===== src/rtl/pressure_regs_pkg.sv =====
package pressure_regs_pkg;

  // ****************************************************************
  // Register addresses, seven bits wide.
  // ****************************************************************
  localparam logic [6:0] ADDR_REF_LOW   = 7'h08;
  localparam logic [6:0] ADDR_REF_MID   = 7'h09;
  localparam logic [6:0] ADDR_REF_HIGH  = 7'h0A;
  localparam logic [6:0] ADDR_IDENTITY  = 7'h0F;
  localparam logic [6:0] ADDR_AVG_CFG   = 7'h10;
  localparam logic [6:0] ADDR_CTRL_ONE  = 7'h20;
  localparam logic [6:0] ADDR_CTRL_TWO  = 7'h21;
  localparam logic [6:0] ADDR_CTRL_THR  = 7'h22;
  localparam logic [6:0] ADDR_INT_CFG   = 7'h23;
  localparam logic [6:0] ADDR_INT_FLAGS = 7'h24;
  localparam logic [6:0] ADDR_THS_LOW   = 7'h25;
  localparam logic [6:0] ADDR_THS_HIGH  = 7'h26;
  localparam logic [6:0] ADDR_STATUS    = 7'h27;
  localparam logic [6:0] ADDR_P_LOW     = 7'h28;
  localparam logic [6:0] ADDR_P_MID     = 7'h29;
  localparam logic [6:0] ADDR_P_HIGH    = 7'h2A;
  localparam logic [6:0] ADDR_T_LOW     = 7'h2B;
  localparam logic [6:0] ADDR_T_HIGH    = 7'h2C;
  localparam logic [6:0] ADDR_AFE_CTRL  = 7'h30;

  // ****************************************************************
  // Field positions and reset values.
  // ****************************************************************
  localparam int         SUB_INC_BIT    = 7;
  localparam int         ACTIVE_BIT     = 7;
  localparam int         RATE_MSB       = 6;
  localparam int         RATE_LSB       = 4;
  localparam int         DIFF_BIT       = 3;
  localparam int         HOLD_BIT       = 2;
  localparam int         WIRE_BIT       = 0;
  localparam int         BOOT_BIT       = 7;
  localparam int         SHOT_BIT       = 0;
  localparam int         T_AVAIL_BIT    = 0;
  localparam int         P_AVAIL_BIT    = 1;
  localparam int         T_OVER_BIT     = 4;
  localparam int         P_OVER_BIT     = 5;
  localparam logic [7:0] AVG_RESET      = 8'h7A;
  localparam logic [7:0] AVG_WR_MASK    = 8'h7F;
  localparam logic [7:0] BYTE_ZERO      = 8'h00;

  // ****************************************************************
  // Rate codes and sample periods.
  // ****************************************************************
  localparam logic [2:0] RATE_SHOT      = 3'h0;
  localparam logic [2:0] RATE_1_1       = 3'h1;
  localparam logic [2:0] RATE_7_1       = 3'h2;
  localparam logic [2:0] RATE_12_1      = 3'h3;
  localparam logic [2:0] RATE_25_1      = 3'h4;
  localparam logic [2:0] RATE_7_7       = 3'h5;
  localparam logic [2:0] RATE_12_12     = 3'h6;
  localparam logic [2:0] RATE_25_25     = 3'h7;
  localparam int         CLK_PERIOD_NS  = 100;
  localparam int         PER_1HZ_NS     = 1000000000;
  localparam int         PER_7HZ_NS     = 142857142;
  localparam int         PER_12HZ_NS    = 80000000;
  localparam int         PER_25HZ_NS    = 40000000;
  localparam int         TIMER_W        = 24;

  // ****************************************************************
  // Carriers and states.
  // ****************************************************************
  typedef struct packed {
    logic       txn_start;
    logic [7:0] sub_addr;
    logic       wr_stb;
    logic [7:0] wr_data;
    logic       rd_stb;
  } reg_req_t;

  typedef struct packed {
    logic        done;
    logic [23:0] press;
    logic [15:0] temp;
  } sample_t;

  typedef enum logic [1:0] {
    CONV_IDLE = 2'b01,
    CONV_BUSY = 2'b10
  } conv_state_t;

  // Pressure averaging count; unlisted codes saturate at the largest count.
  function automatic logic [9:0] press_avg_count(input logic [3:0] code);
    if (code <= 4'h8) begin
      press_avg_count = 10'h001 << code;
    end else if (code == 4'h9) begin
      press_avg_count = 10'h180;
    end else begin
      press_avg_count = 10'h200;
    end
  endfunction

  function automatic logic [7:0] temp_avg_count(input logic [2:0] code);
    temp_avg_count = 8'h01 << code;
  endfunction

endpackage


===== src/rtl/pressure_sensor_config_regs.sv =====
// Operation
// - Reference pressure, 24-bit two's complement, is added to each raw pressure.
// - Four-bit pressure averaging code selects 1 to 512 samples.
// - Three-bit temperature averaging code selects 1 to 128 samples.
// - Averaging register resets to 7A; its top bit is reserved.
// - Top bit of control one: zero powers down, one runs.
// - Three-bit rate code selects one-shot or the listed periodic rates.
// - Differential circuit stays off and outputs zero until enabled.
// - Lowest control bit picks four-wire or three-wire serial wiring.
// - Calibration content reloads automatically at power-up.
// - Registers are selected by a seven-bit address from the serial link.
// - Sub-address top bit enables address advance after every byte.
// - In one-shot mode the start bit runs one conversion, then self-clears.
module pressure_sensor_config_regs
  import pressure_regs_pkg::*;
#(
  parameter logic [7:0] P_IDENTITY = 8'h5A, // Arbitrary value.
  parameter int         P_CYC_1HZ  = pressure_regs_pkg::PER_1HZ_NS
                                     / pressure_regs_pkg::CLK_PERIOD_NS,
  parameter int         P_CYC_7HZ  = pressure_regs_pkg::PER_7HZ_NS
                                     / pressure_regs_pkg::CLK_PERIOD_NS,
  parameter int         P_CYC_12HZ = pressure_regs_pkg::PER_12HZ_NS
                                     / pressure_regs_pkg::CLK_PERIOD_NS,
  parameter int         P_CYC_25HZ = pressure_regs_pkg::PER_25HZ_NS
                                     / pressure_regs_pkg::CLK_PERIOD_NS
) (
  // Clock and reset.
  input  wire logic                        I_CLK,
  input  wire logic                        I_RST_B,
  // Byte side of the serial engine.
  input  wire pressure_regs_pkg::reg_req_t I_REG_REQ,
  output logic [7:0]                       O_RD_DATA,
  // Measurement path.
  input  wire pressure_regs_pkg::sample_t  I_SAMPLE,
  input  wire logic [7:0]                  I_CALIB,
  output logic                             O_CONV_START,
  output logic                             O_CONV_TEMP,
  output logic [9:0]                       O_PRESS_AVG_N,
  output logic [7:0]                       O_TEMP_AVG_N,
  // Mode outputs.
  output logic                             O_ACTIVE,
  output logic                             O_THREE_WIRE,
  output logic                             O_DIFF_ON,
  output logic [23:0]                      O_DIFF_PRESS,
  output logic [7:0]                       O_AFE_CTRL
);
  import pressure_regs_pkg::*;

  // ****************************************************************
  // State.
  // ****************************************************************
  typedef struct packed {
    logic [23:0] ref_press;
    logic [7:0]  avg;
    logic [7:0]  ctrl1;
    logic [7:0]  ctrl2;
    logic [7:0]  ctrl3;
    logic [7:0]  int_cfg;
    logic [15:0] ths;
    logic [7:0]  status;
    logic [23:0] press_out;
    logic [15:0] temp_out;
    logic [7:0]  afe;
    logic        boot_pend;
    logic [6:0]  addr;
    logic        inc;
    logic [7:0]  rd_data;
    conv_state_t conv;
    logic        shot;
    logic        temp_pend;
    logic        temp_due;
    logic        conv_start;
    logic        conv_temp;
    logic        p_lo_seen;
    logic        p_hi_seen;
    logic        t_lo_seen;
    logic        t_hi_seen;
    logic [23:0] diff_press;
    logic [9:0]  press_avg_n;
    logic [7:0]  temp_avg_n;
  } regs_t;

  regs_t              state_q;
  regs_t              state_d;
  logic               p_tick;
  logic               t_tick;
  logic               timers_run;
  logic [2:0]         rate;
  logic [TIMER_W-1:0] p_period;
  logic [TIMER_W-1:0] t_period;
  logic [23:0]        press_sum;
  logic               p_free;
  logic               t_free;

  assign rate       = state_q.ctrl1[RATE_MSB:RATE_LSB];
  assign timers_run = state_q.ctrl1[ACTIVE_BIT] && (rate != RATE_SHOT);
  assign press_sum  = I_SAMPLE.press + state_q.ref_press;
  assign p_free     = !(state_q.ctrl1[HOLD_BIT] && (state_q.p_lo_seen || state_q.p_hi_seen));
  assign t_free     = !(state_q.ctrl1[HOLD_BIT] && (state_q.t_lo_seen || state_q.t_hi_seen));

  // ****************************************************************
  // Rate decode and timers.
  // ****************************************************************
  // Pressure and temperature keep separate timers because their rates need not divide.
  always_comb begin
    unique case (rate)
      RATE_1_1:              p_period = TIMER_W'(P_CYC_1HZ);
      RATE_7_1, RATE_7_7:    p_period = TIMER_W'(P_CYC_7HZ);
      RATE_12_1, RATE_12_12: p_period = TIMER_W'(P_CYC_12HZ);
      RATE_25_1, RATE_25_25: p_period = TIMER_W'(P_CYC_25HZ);
      default:               p_period = TIMER_W'(P_CYC_1HZ);
    endcase
    unique case (rate)
      RATE_7_7:   t_period = TIMER_W'(P_CYC_7HZ);
      RATE_12_12: t_period = TIMER_W'(P_CYC_12HZ);
      RATE_25_25: t_period = TIMER_W'(P_CYC_25HZ);
      default:    t_period = TIMER_W'(P_CYC_1HZ);
    endcase
  end

  rate_timer #(.W(TIMER_W)) u_press_timer (
    .i_clk    (I_CLK),
    .i_rst_b  (I_RST_B),
    .i_run    (timers_run),
    .i_period (p_period),
    .o_tick   (p_tick)
  );

  rate_timer #(.W(TIMER_W)) u_temp_timer (
    .i_clk    (I_CLK),
    .i_rst_b  (I_RST_B),
    .i_run    (timers_run),
    .i_period (t_period),
    .o_tick   (t_tick)
  );

  // ****************************************************************
  // Next state.
  // ****************************************************************
  // Order matters: read clears, then sample sets, then host writes, so sets win.
  always_comb begin
    logic lo;
    logic hi;
    lo      = 1'b0;
    hi      = 1'b0;
    state_d = state_q;
    state_d.conv_start = 1'b0;
    // Calibration copy at power-up or on a reboot request.
    if (state_q.boot_pend || state_q.ctrl2[BOOT_BIT]) begin
      state_d.afe             = I_CALIB;
      state_d.boot_pend       = 1'b0;
      state_d.ctrl2[BOOT_BIT] = 1'b0;
    end
    // Read side effects: data-ready clear and the hold bookkeeping.
    if (I_REG_REQ.rd_stb && !I_REG_REQ.txn_start) begin
      lo = (state_q.addr == ADDR_P_LOW) || (state_q.addr == ADDR_P_MID);
      hi = state_q.addr == ADDR_P_HIGH;
      if (hi) begin
        state_d.status[P_AVAIL_BIT] = 1'b0;
        state_d.status[P_OVER_BIT]  = 1'b0;
      end
      if (state_q.addr == ADDR_T_HIGH) begin
        state_d.status[T_AVAIL_BIT] = 1'b0;
        state_d.status[T_OVER_BIT]  = 1'b0;
      end
      state_d.p_lo_seen = state_q.p_lo_seen || lo;
      state_d.p_hi_seen = state_q.p_hi_seen || hi;
      state_d.t_lo_seen = state_q.t_lo_seen || (state_q.addr == ADDR_T_LOW);
      state_d.t_hi_seen = state_q.t_hi_seen || (state_q.addr == ADDR_T_HIGH);
    end
    if ((state_d.p_lo_seen && state_d.p_hi_seen) || !state_q.ctrl1[HOLD_BIT]) begin
      state_d.p_lo_seen = 1'b0;
      state_d.p_hi_seen = 1'b0;
    end
    if ((state_d.t_lo_seen && state_d.t_hi_seen) || !state_q.ctrl1[HOLD_BIT]) begin
      state_d.t_lo_seen = 1'b0;
      state_d.t_hi_seen = 1'b0;
    end
    // Temperature due flag survives until the next periodic pressure start takes it.
    if (t_tick) begin
      state_d.temp_due = 1'b1;
    end
    unique case (state_q.conv)
      CONV_IDLE: begin
        if (state_q.ctrl1[ACTIVE_BIT] && rate == RATE_SHOT && state_q.ctrl2[SHOT_BIT]) begin
          state_d.conv       = CONV_BUSY;
          state_d.shot       = 1'b1;
          state_d.conv_start = 1'b1;
          state_d.conv_temp  = 1'b1;
          state_d.temp_pend  = 1'b1;
        end else if (timers_run && p_tick) begin
          state_d.conv       = CONV_BUSY;
          state_d.shot       = 1'b0;
          state_d.conv_start = 1'b1;
          state_d.conv_temp  = state_q.temp_due || t_tick;
          state_d.temp_pend  = state_q.temp_due || t_tick;
          state_d.temp_due   = 1'b0;
        end
      end
      CONV_BUSY: begin
        if (I_SAMPLE.done) begin
          state_d.conv = CONV_IDLE;
          if (state_q.shot) begin
            state_d.ctrl2[SHOT_BIT] = 1'b0;
          end
          // A held output drops the new sample rather than tear a pair.
          if (p_free) begin
            state_d.press_out           = press_sum;
            state_d.status[P_OVER_BIT]  = state_d.status[P_OVER_BIT]
                                          | state_q.status[P_AVAIL_BIT];
            state_d.status[P_AVAIL_BIT] = 1'b1;
          end
          if (state_q.temp_pend && t_free) begin
            state_d.temp_out            = I_SAMPLE.temp;
            state_d.status[T_OVER_BIT]  = state_d.status[T_OVER_BIT]
                                          | state_q.status[T_AVAIL_BIT];
            state_d.status[T_AVAIL_BIT] = 1'b1;
          end
          if (state_q.ctrl1[DIFF_BIT]) begin
            state_d.diff_press = press_sum;
          end
        end
      end
    endcase
    if (!state_q.ctrl1[DIFF_BIT]) begin
      state_d.diff_press = '0;
    end
    // Host write; unlisted and reserved addresses swallow the byte.
    if (I_REG_REQ.wr_stb && !I_REG_REQ.txn_start) begin
      unique case (state_q.addr)
        ADDR_REF_LOW:  state_d.ref_press[7:0]   = I_REG_REQ.wr_data;
        ADDR_REF_MID:  state_d.ref_press[15:8]  = I_REG_REQ.wr_data;
        ADDR_REF_HIGH: state_d.ref_press[23:16] = I_REG_REQ.wr_data;
        ADDR_AVG_CFG:  state_d.avg = I_REG_REQ.wr_data & AVG_WR_MASK;
        ADDR_CTRL_ONE: state_d.ctrl1 = I_REG_REQ.wr_data;
        ADDR_CTRL_TWO: state_d.ctrl2 = I_REG_REQ.wr_data;
        ADDR_CTRL_THR: state_d.ctrl3 = I_REG_REQ.wr_data;
        ADDR_INT_CFG:  state_d.int_cfg = I_REG_REQ.wr_data;
        ADDR_THS_LOW:  state_d.ths[7:0] = I_REG_REQ.wr_data;
        ADDR_THS_HIGH: state_d.ths[15:8] = I_REG_REQ.wr_data;
        ADDR_AFE_CTRL: state_d.afe = I_REG_REQ.wr_data;
        default:       state_d.afe = state_d.afe;
      endcase
    end
    // Read mux works on the current address, before it advances.
    if (I_REG_REQ.rd_stb && !I_REG_REQ.txn_start) begin
      unique case (state_q.addr)
        ADDR_REF_LOW:   state_d.rd_data = state_q.ref_press[7:0];
        ADDR_REF_MID:   state_d.rd_data = state_q.ref_press[15:8];
        ADDR_REF_HIGH:  state_d.rd_data = state_q.ref_press[23:16];
        ADDR_IDENTITY:  state_d.rd_data = P_IDENTITY;
        ADDR_AVG_CFG:   state_d.rd_data = state_q.avg;
        ADDR_CTRL_ONE:  state_d.rd_data = state_q.ctrl1;
        ADDR_CTRL_TWO:  state_d.rd_data = state_q.ctrl2;
        ADDR_CTRL_THR:  state_d.rd_data = state_q.ctrl3;
        ADDR_INT_CFG:   state_d.rd_data = state_q.int_cfg;
        ADDR_INT_FLAGS: state_d.rd_data = BYTE_ZERO;
        ADDR_THS_LOW:   state_d.rd_data = state_q.ths[7:0];
        ADDR_THS_HIGH:  state_d.rd_data = state_q.ths[15:8];
        ADDR_STATUS:    state_d.rd_data = state_q.status;
        ADDR_P_LOW:     state_d.rd_data = state_q.press_out[7:0];
        ADDR_P_MID:     state_d.rd_data = state_q.press_out[15:8];
        ADDR_P_HIGH:    state_d.rd_data = state_q.press_out[23:16];
        ADDR_T_LOW:     state_d.rd_data = state_q.temp_out[7:0];
        ADDR_T_HIGH:    state_d.rd_data = state_q.temp_out[15:8];
        ADDR_AFE_CTRL:  state_d.rd_data = state_q.afe;
        default:        state_d.rd_data = BYTE_ZERO;
      endcase
    end
    // Address load at the start of a transfer, advance after each byte when the increment bit was set.
    if (I_REG_REQ.txn_start) begin
      state_d.addr = I_REG_REQ.sub_addr[6:0];
      state_d.inc  = I_REG_REQ.sub_addr[SUB_INC_BIT];
    end else if ((I_REG_REQ.rd_stb || I_REG_REQ.wr_stb) && state_q.inc) begin
      state_d.addr = state_q.addr + 7'h01;
    end
    state_d.press_avg_n = press_avg_count(state_d.avg[3:0]);
    state_d.temp_avg_n  = temp_avg_count(state_d.avg[6:4]);
  end

  // ****************************************************************
  // State register.
  // ****************************************************************
  always_ff @(posedge I_CLK or negedge I_RST_B) begin
    if (!I_RST_B) begin
      state_q             <= '0;
      state_q.avg         <= AVG_RESET;
      state_q.conv        <= CONV_IDLE;
      state_q.boot_pend   <= 1'b1;
      state_q.press_avg_n <= press_avg_count(AVG_RESET[3:0]);
      state_q.temp_avg_n  <= temp_avg_count(AVG_RESET[6:4]);
    end else begin
      state_q <= state_d;
    end
  end

  assign O_RD_DATA     = state_q.rd_data;
  assign O_CONV_START  = state_q.conv_start;
  assign O_CONV_TEMP   = state_q.conv_temp;
  assign O_PRESS_AVG_N = state_q.press_avg_n;
  assign O_TEMP_AVG_N  = state_q.temp_avg_n;
  assign O_ACTIVE      = state_q.ctrl1[ACTIVE_BIT];
  assign O_THREE_WIRE  = state_q.ctrl1[WIRE_BIT];
  assign O_DIFF_ON     = state_q.ctrl1[DIFF_BIT];
  assign O_DIFF_PRESS  = state_q.diff_press;
  assign O_AFE_CTRL    = state_q.afe;

  logic rd_any;
  assign rd_any = I_REG_REQ.rd_stb && !I_REG_REQ.txn_start;
endmodule // pressure_sensor_config_regs


===== src/rtl/rate_timer.sv =====
module rate_timer #(
  parameter int W = 24
) (
  // Clock and reset.
  input  wire logic         i_clk,
  input  wire logic         i_rst_b,
  // Control.
  input  wire logic         i_run,
  input  wire logic [W-1:0] i_period,
  // Tick.
  output logic              o_tick
);

  typedef struct packed {
    logic [W-1:0] cnt;
    logic         tick;
  } timer_t;

  timer_t tmr_q;
  timer_t tmr_d;

  // A stopped timer restarts from zero, so the first tick is one full period late.
  always_comb begin
    tmr_d      = tmr_q;
    tmr_d.tick = 1'b0;
    if (!i_run) begin
      tmr_d.cnt = '0;
    end else if (tmr_q.cnt >= i_period - 1'b1) begin
      tmr_d.cnt  = '0;
      tmr_d.tick = 1'b1;
    end else begin
      tmr_d.cnt = tmr_q.cnt + 1'b1;
    end
  end

  // State register.
  always_ff @(posedge i_clk or negedge i_rst_b) begin
    if (!i_rst_b) begin
      tmr_q <= '0;
    end else begin
      tmr_q <= tmr_d;
    end
  end

  assign o_tick = tmr_q.tick;

endmodule // rate_timer


===== config.mk =====
export PLATFORM = sky130hd
export DESIGN_NAME = pressure_sensor_config_regs
export DESIGN_NICKNAME = d
export VERILOG_FILES = /design/src/rtl/pressure_regs_pkg.sv /design/src/rtl/pressure_sensor_config_regs.sv /design/src/rtl/rate_timer.sv
export SDC_FILE = /design/constraint.sdc
export NUM_CORES = 1
export LEC_CHECK = 0
export BUFFER_PORTS_ARGS = -buffer_cell sky130_fd_sc_hd__buf_2
export CAP_MARGIN = 20
export CELL_PAD_IN_SITES_DETAIL_PLACEMENT = 1
export CELL_PAD_IN_SITES_GLOBAL_PLACEMENT = 1
export CORE_AREA = 2 2 178 180
export DETAILED_ROUTE_END_ITERATION = 10
export DIE_AREA = 0 0 180 182
export HOLD_SLACK_MARGIN = 0.15
export PLACE_DENSITY = 0.86
export REMOVE_ABC_BUFFERS = 1
export SKIP_CTS_REPAIR_TIMING = 1
export SYNTH_ARGS = -nofsm -noshare
export SYNTH_HDL_FRONTEND = slang
export SYNTH_SLANG_ARGS = --single-unit

===== constraint.sdc =====
create_clock -name I_CLK -period 4 [get_ports I_CLK]
set_input_delay 0.2 -clock I_CLK [delete_from_list [all_inputs] [get_ports I_CLK]]
set_output_delay 0.2 -clock I_CLK [all_outputs]
set_load 0.005 [all_outputs]

==> flow_results.xml <==
<?xml version="1.0" encoding="UTF-8"?>
<metrics>
  <group name="critical_path">
    <metric name="ff2ff_path_depth" unit="">8</metric>
    <metric name="critical_path_arrival" unit="ps">4090</metric>
    <metric name="crit-reg2reg-launch" unit="">state_q[66]$_DFFE_PN0P_</metric>
    <metric name="r2r_slack" unit="ps">280</metric>
    <metric name="worst-path-max-fanout" unit="">15</metric>
    <metric name="r2r_end" unit="">O_RD_DATA[0]$_DFFE_PN0P_</metric>
    <metric name="timing.setup.critical_path_class" unit="">register to register</metric>
    <metric name="setup.worst_path.start_class" unit="">register</metric>
    <metric name="cp-end-kind" unit="">register</metric>
    <metric name="worst_path_required" unit="ps">4380</metric>
  </group>
  <group name="routing">
    <metric name="first_pass_iters" unit="">7</metric>
    <metric name="drt_wl_total" unit="mm">46.96</metric>
    <metric name="average_wire_per_standard_cell" unit="um">24.74</metric>
    <metric name="dr_total_vias" unit="">11593</metric>
    <metric name="viasPerCell" unit="">6.108</metric>
    <metric name="remaining_drc_errors" unit="">0</metric>
    <metric name="final_antenna_net_count" unit="">0</metric>
    <metric name="drt-initial-drc-count" unit="">1241</metric>
  </group>
  <group name="timing">
    <metric name="timing_worst_slew_pin_value" unit="ps">1351</metric>
    <metric name="final.period_utilization" unit="%">92.88</metric>
    <metric name="timing.max_slew.rel_slack" unit="%">7.576</metric>
    <metric name="timing.final.setup_violations" unit="">0</metric>
    <metric name="timing_hold_violations_final" unit="">0</metric>
    <metric name="upper_clock_frequency_limit" unit="MHz">269.2</metric>
    <metric name="finClkSkew" unit="ps">46.51</metric>
    <metric name="grt_setup_unrepaired" unit="">false</metric>
    <metric name="max_slew_violations" unit="">0</metric>
    <metric name="layout_min_cycle_time" unit="ps">3715</metric>
    <metric name="setup-tns-final" unit="ps">0</metric>
  </group>
  <group name="placed_design">
    <metric name="post-place-cells" unit="">1787</metric>
    <metric name="gp_routability_congestion" unit="">0.9212</metric>
    <metric name="detailed_place_hpwl" unit="mm">29.80</metric>
    <metric name="buffer_ports.inserted" unit="">132</metric>
  </group>
  <group name="power">
    <metric name="power_switching_share" unit="%">30.01</metric>
    <metric name="power_switching" unit="W">0.002042</metric>
    <metric name="power.sequential.fraction" unit="%">43.2</metric>
    <metric name="highest_ir_drop_seen_on_vdd" unit="mV">0.3394</metric>
    <metric name="pwr-share-comb" unit="%">17.5</metric>
    <metric name="cell_internal_pwr" unit="W">0.004763</metric>
    <metric name="power.static_leakage" unit="nW">7.855</metric>
    <metric name="power.density_cell_area" unit="nW/um^2">428.0</metric>
    <metric name="power.clock.fraction" unit="%">39.2</metric>
  </group>
  <group name="die">
    <metric name="floorplan.io_pins" unit="">133</metric>
    <metric name="chipHeight" unit="um">182</metric>
    <metric name="start_util" unit="%">44.14</metric>
    <metric name="fp.coreArea" unit="um^2">30990</metric>
    <metric name="die_area" unit="um^2">32760</metric>
    <metric name="floorplan.rows" unit="">65</metric>
    <metric name="fp.dieW" unit="um">180</metric>
  </group>
  <group name="synthesis">
    <metric name="yosys_register_bits" unit="">250</metric>
    <metric name="ys_types" unit="">75</metric>
    <metric name="yosys_most_used_dff" unit="">sky130_fd_sc_hd__dfrtp_1</metric>
    <metric name="postSynthAreaPerCell" unit="um^2">10.21</metric>
    <metric name="synth-seq-area-share" unit="%">45.82</metric>
    <metric name="cells_after_synth" unit="">1340</metric>
    <metric name="synth_enable_flop_cells" unit="">0</metric>
    <metric name="asyncSetResetFlopFracSynth" unit="%">100.0</metric>
    <metric name="yosys_warnings" unit="">0</metric>
    <metric name="post_synth_instance_area" unit="um^2">13680</metric>
  </group>
  <group name="layout">
    <metric name="diodes" unit="">0</metric>
    <metric name="layout.nets" unit="">1618</metric>
    <metric name="drive_gt1_share" unit="%">21.39</metric>
    <metric name="final_util" unit="%">51.31</metric>
    <metric name="area.growth.synth_to_final" unit="%">16.26</metric>
    <metric name="fin_cells" unit="">1898</metric>
  </group>
  <group name="min_path">
    <metric name="min_path_cells" unit="">3</metric>
    <metric name="hp-class" unit="">input pin to register</metric>
    <metric name="hold-path-endpoint" unit="">O_AFE_CTRL[6]$_DFF_PN0_</metric>
    <metric name="hold_start" unit="">I_REG_REQ[7]</metric>
  </group>
  <group name="cts">
    <metric name="clk_transition_reported_paths" unit="ps">70</metric>
    <metric name="clk_latency" unit="ps">580</metric>
    <metric name="tritoncts" unit="">done</metric>
    <metric name="ctsHtreeMaxLevel" unit="">1</metric>
    <metric name="numClockSinks" unit="">250</metric>
    <metric name="cts-root-to-sink-buffers" unit="">3</metric>
    <metric name="cts_made_buffers" unit="">28</metric>
    <metric name="clockRootBuffer" unit="">sky130_fd_sc_hd__clkbuf_16</metric>
  </group>
  <group name="grt">
    <metric name="grt_first_pass_wirelength" unit="mm">66.69</metric>
    <metric name="grt_remaining_overflow" unit="">0</metric>
    <metric name="number_of_antenna_violations_at_the_first_check_in_global_routing" unit="">0</metric>
    <metric name="grt_max_degree" unit="">115</metric>
    <metric name="first_global_vias" unit="">11793</metric>
    <metric name="grt.total_usage" unit="%">25.68</metric>
  </group>
  <group name="run">
    <metric name="cap_violations" unit="">0</metric>
  </group>
  <group name="run_status">
    <metric name="status" unit="">finished, final reports clean</metric>
  </group>
</metrics>
[worst max-delay path, stage by stage, from the launching register on]
cell	delay [ps]
sky130_fd_sc_hd__dfrtp_1	810
sky130_fd_sc_hd__nor2_1	170
sky130_fd_sc_hd__nand3_1	350
sky130_fd_sc_hd__nor3_1	100
sky130_fd_sc_hd__buf_4	220
sky130_fd_sc_hd__a221oi_1	300
sky130_fd_sc_hd__nand4_1	140
sky130_fd_sc_hd__a2111oi_0	1160
sky130_fd_sc_hd__o21ai_0	270
[Yosys cell counts (all sizes together) (3+ instances only)]
library cell | instances | share of area (%)
nand2 | 134 | 3.7
buf | 70 | 3.8
a41oi | 3 | 0.19
a221oi | 7 | 0.45
xnor2 | 26 | 1.7
o21a | 4 | 0.22
xor2 | 50 | 3.2
a31o | 3 | 0.19
o22ai | 3 | 0.14
nor2 | 124 | 3.5
nand2b | 10 | 0.46
or3 | 7 | 0.32
inv | 37 | 1.0
and3 | 24 | 1.1
mux2 | 100 | 8.3
ha | 73 | 6.7
a21oi | 60 | 2.2
nand3 | 45 | 1.6
a2111oi | 3 | 0.19
o21bai | 4 | 0.22
a22oi | 22 | 1.2
a31oi | 9 | 0.41
nor4 | 3 | 0.23
a211oi | 9 | 0.49
clkbuf | 37 | 1.0
nor3b | 5 | 0.31
nand3b | 4 | 0.22
nor3 | 14 | 0.59
mux2i | 15 | 1.2
a222oi | 10 | 0.73
dfrtp | 241 | 44
dfstp | 9 | 1.7
a22o | 10 | 0.64
a21o | 31 | 1.7
and2 | 6 | 0.27
nand4 | 25 | 1.1
o21ai | 60 | 2.2
o221ai | 3 | 0.19
or2 | 4 | 0.18
nor2b | 9 | 0.47
[registers in the layout (all words and copies together), names as in the netlist, 3 cells and up]
name,count
O_AFE_CTRL,8
O_DIFF_PRESS,24
O_PRESS_AVG_N,10
O_RD_DATA,8
O_TEMP_AVG_N,8
rate,3
state_q,135
u_press_timer.tmr_q,24
u_temp_timer.tmr_q,24
[power by group through the flow]
stage | clock [W] | sequential [W] | combinational, W
finish | 0.00267 | 0.00294 | 0.00119
floorplan | 0 | 0.00288 | 0.000656
global placement | 0 | 0.00294 | 0.00101
global route | 0.00280 | 0.00295 | 0.00129
detailed placement | 0 | 0.00295 | 0.00107
CTS | 0.00268 | 0.00292 | 0.00109
[through the flow]
step	total power [W]	area [um^2]	setup slack, ps	hold slack (ps)
4_1_cts	0.006686	15310	719.8	-340.7
3_5_place_dp	0.004019	14370	813.4	260.9
2_1_floorplan	0.003533	13040	865.2	-95.59
6_report	0.006805	15900	284.6	134.7
5_1_grt	0.007046	15900	220.1	116.3
3_3_place_gp	0.003952	14340	973.9	256.2
[how the worst max path moves through the flow]
stage                                        from                           endpoint  cells past startpoint  slack (ps)
after global placement        rate[0]$_DFFE_PN0P_  u_press_timer.tmr_q[23]$_DFF_PN0_                     14         970
after detailed placement      rate[0]$_DFFE_PN0P_    u_temp_timer.tmr_q[5]$_DFF_PN0_                     14         810
after floorplan               rate[1]$_DFFE_PN0P_  u_press_timer.tmr_q[10]$_DFF_PN0_                     14         870
after CTS                     rate[1]$_DFFE_PN0P_  u_press_timer.tmr_q[22]$_DFF_PN0_                     15         720
after global routing      state_q[66]$_DFFE_PN0P_           O_RD_DATA[0]$_DFFE_PN0P_                      8         220
final                     state_q[66]$_DFFE_PN0P_           O_RD_DATA[0]$_DFFE_PN0P_                      8         280
[cell type report]
class | count | area [um^2]
Clock inverter | 5 | 86.33
Timing Repair Buffer | 208 | 1421
Multi-Input combinational cell | 948 | 6628
Sequential cell | 250 | 6267
Tap cell | 402 | 503.0
Fill cell | 3399 | 15090
Inverter | 38 | 142.6
Clock buffer | 47 | 852.1
[routing by layer]
layer	vias up	wire (um)	track usage (%)
met3	194	3931	4.793
met2	645	22110	42.08
met4	0	2366	10.60
met5	-	0	0
met1	5802	18550	33.54
li1	4952	-	-
[cells in the final DEF, fill, tap and decap left out, types with 9 or more instances in the layout]
cell / n
sky130_fd_sc_hd__nand4_1: 25
sky130_fd_sc_hd__dlygate4sd3_1: 59
sky130_fd_sc_hd__clkbuf_1: 11
sky130_fd_sc_hd__a31oi_1: 9
sky130_fd_sc_hd__clkbuf_16: 28
sky130_fd_sc_hd__nor3_1: 13
sky130_fd_sc_hd__dfstp_2: 9
sky130_fd_sc_hd__a21oi_1: 60
sky130_fd_sc_hd__buf_2: 131
sky130_fd_sc_hd__nor2_1: 122
sky130_fd_sc_hd__dfrtp_1: 241
sky130_fd_sc_hd__a22oi_1: 22
sky130_fd_sc_hd__a22o_1: 10
sky130_fd_sc_hd__ha_1: 73
sky130_fd_sc_hd__a211oi_1: 9
sky130_fd_sc_hd__buf_4: 15
sky130_fd_sc_hd__mux2i_1: 12
sky130_fd_sc_hd__xor2_1: 50
sky130_fd_sc_hd__o21ai_0: 56
sky130_fd_sc_hd__and3_1: 24
sky130_fd_sc_hd__a21o_1: 31
sky130_fd_sc_hd__nand3_1: 45
sky130_fd_sc_hd__xnor2_1: 26
sky130_fd_sc_hd__mux2_2: 99
sky130_fd_sc_hd__nand2b_1: 10
sky130_fd_sc_hd__nand2_1: 134
sky130_fd_sc_hd__a222oi_1: 10
sky130_fd_sc_hd__inv_1: 36
[cell families after synthesis]
logic type | count (synthesis) | share of synthesized area (%)
AO/OA/AOI/OAI | 256 | 12.41
buffers and inverters | 145 | 5.818
AND/OR/NAND/NOR | 422 | 14.69
other | 2 | 0.05491
flip-flops | 250 | 45.82
adder cells (fa/ha/maj) | 74 | 6.825
multiplexers | 115 | 9.505
XOR/XNOR | 76 | 4.867
No activity file was read; power rests on OpenSTA's default activity.
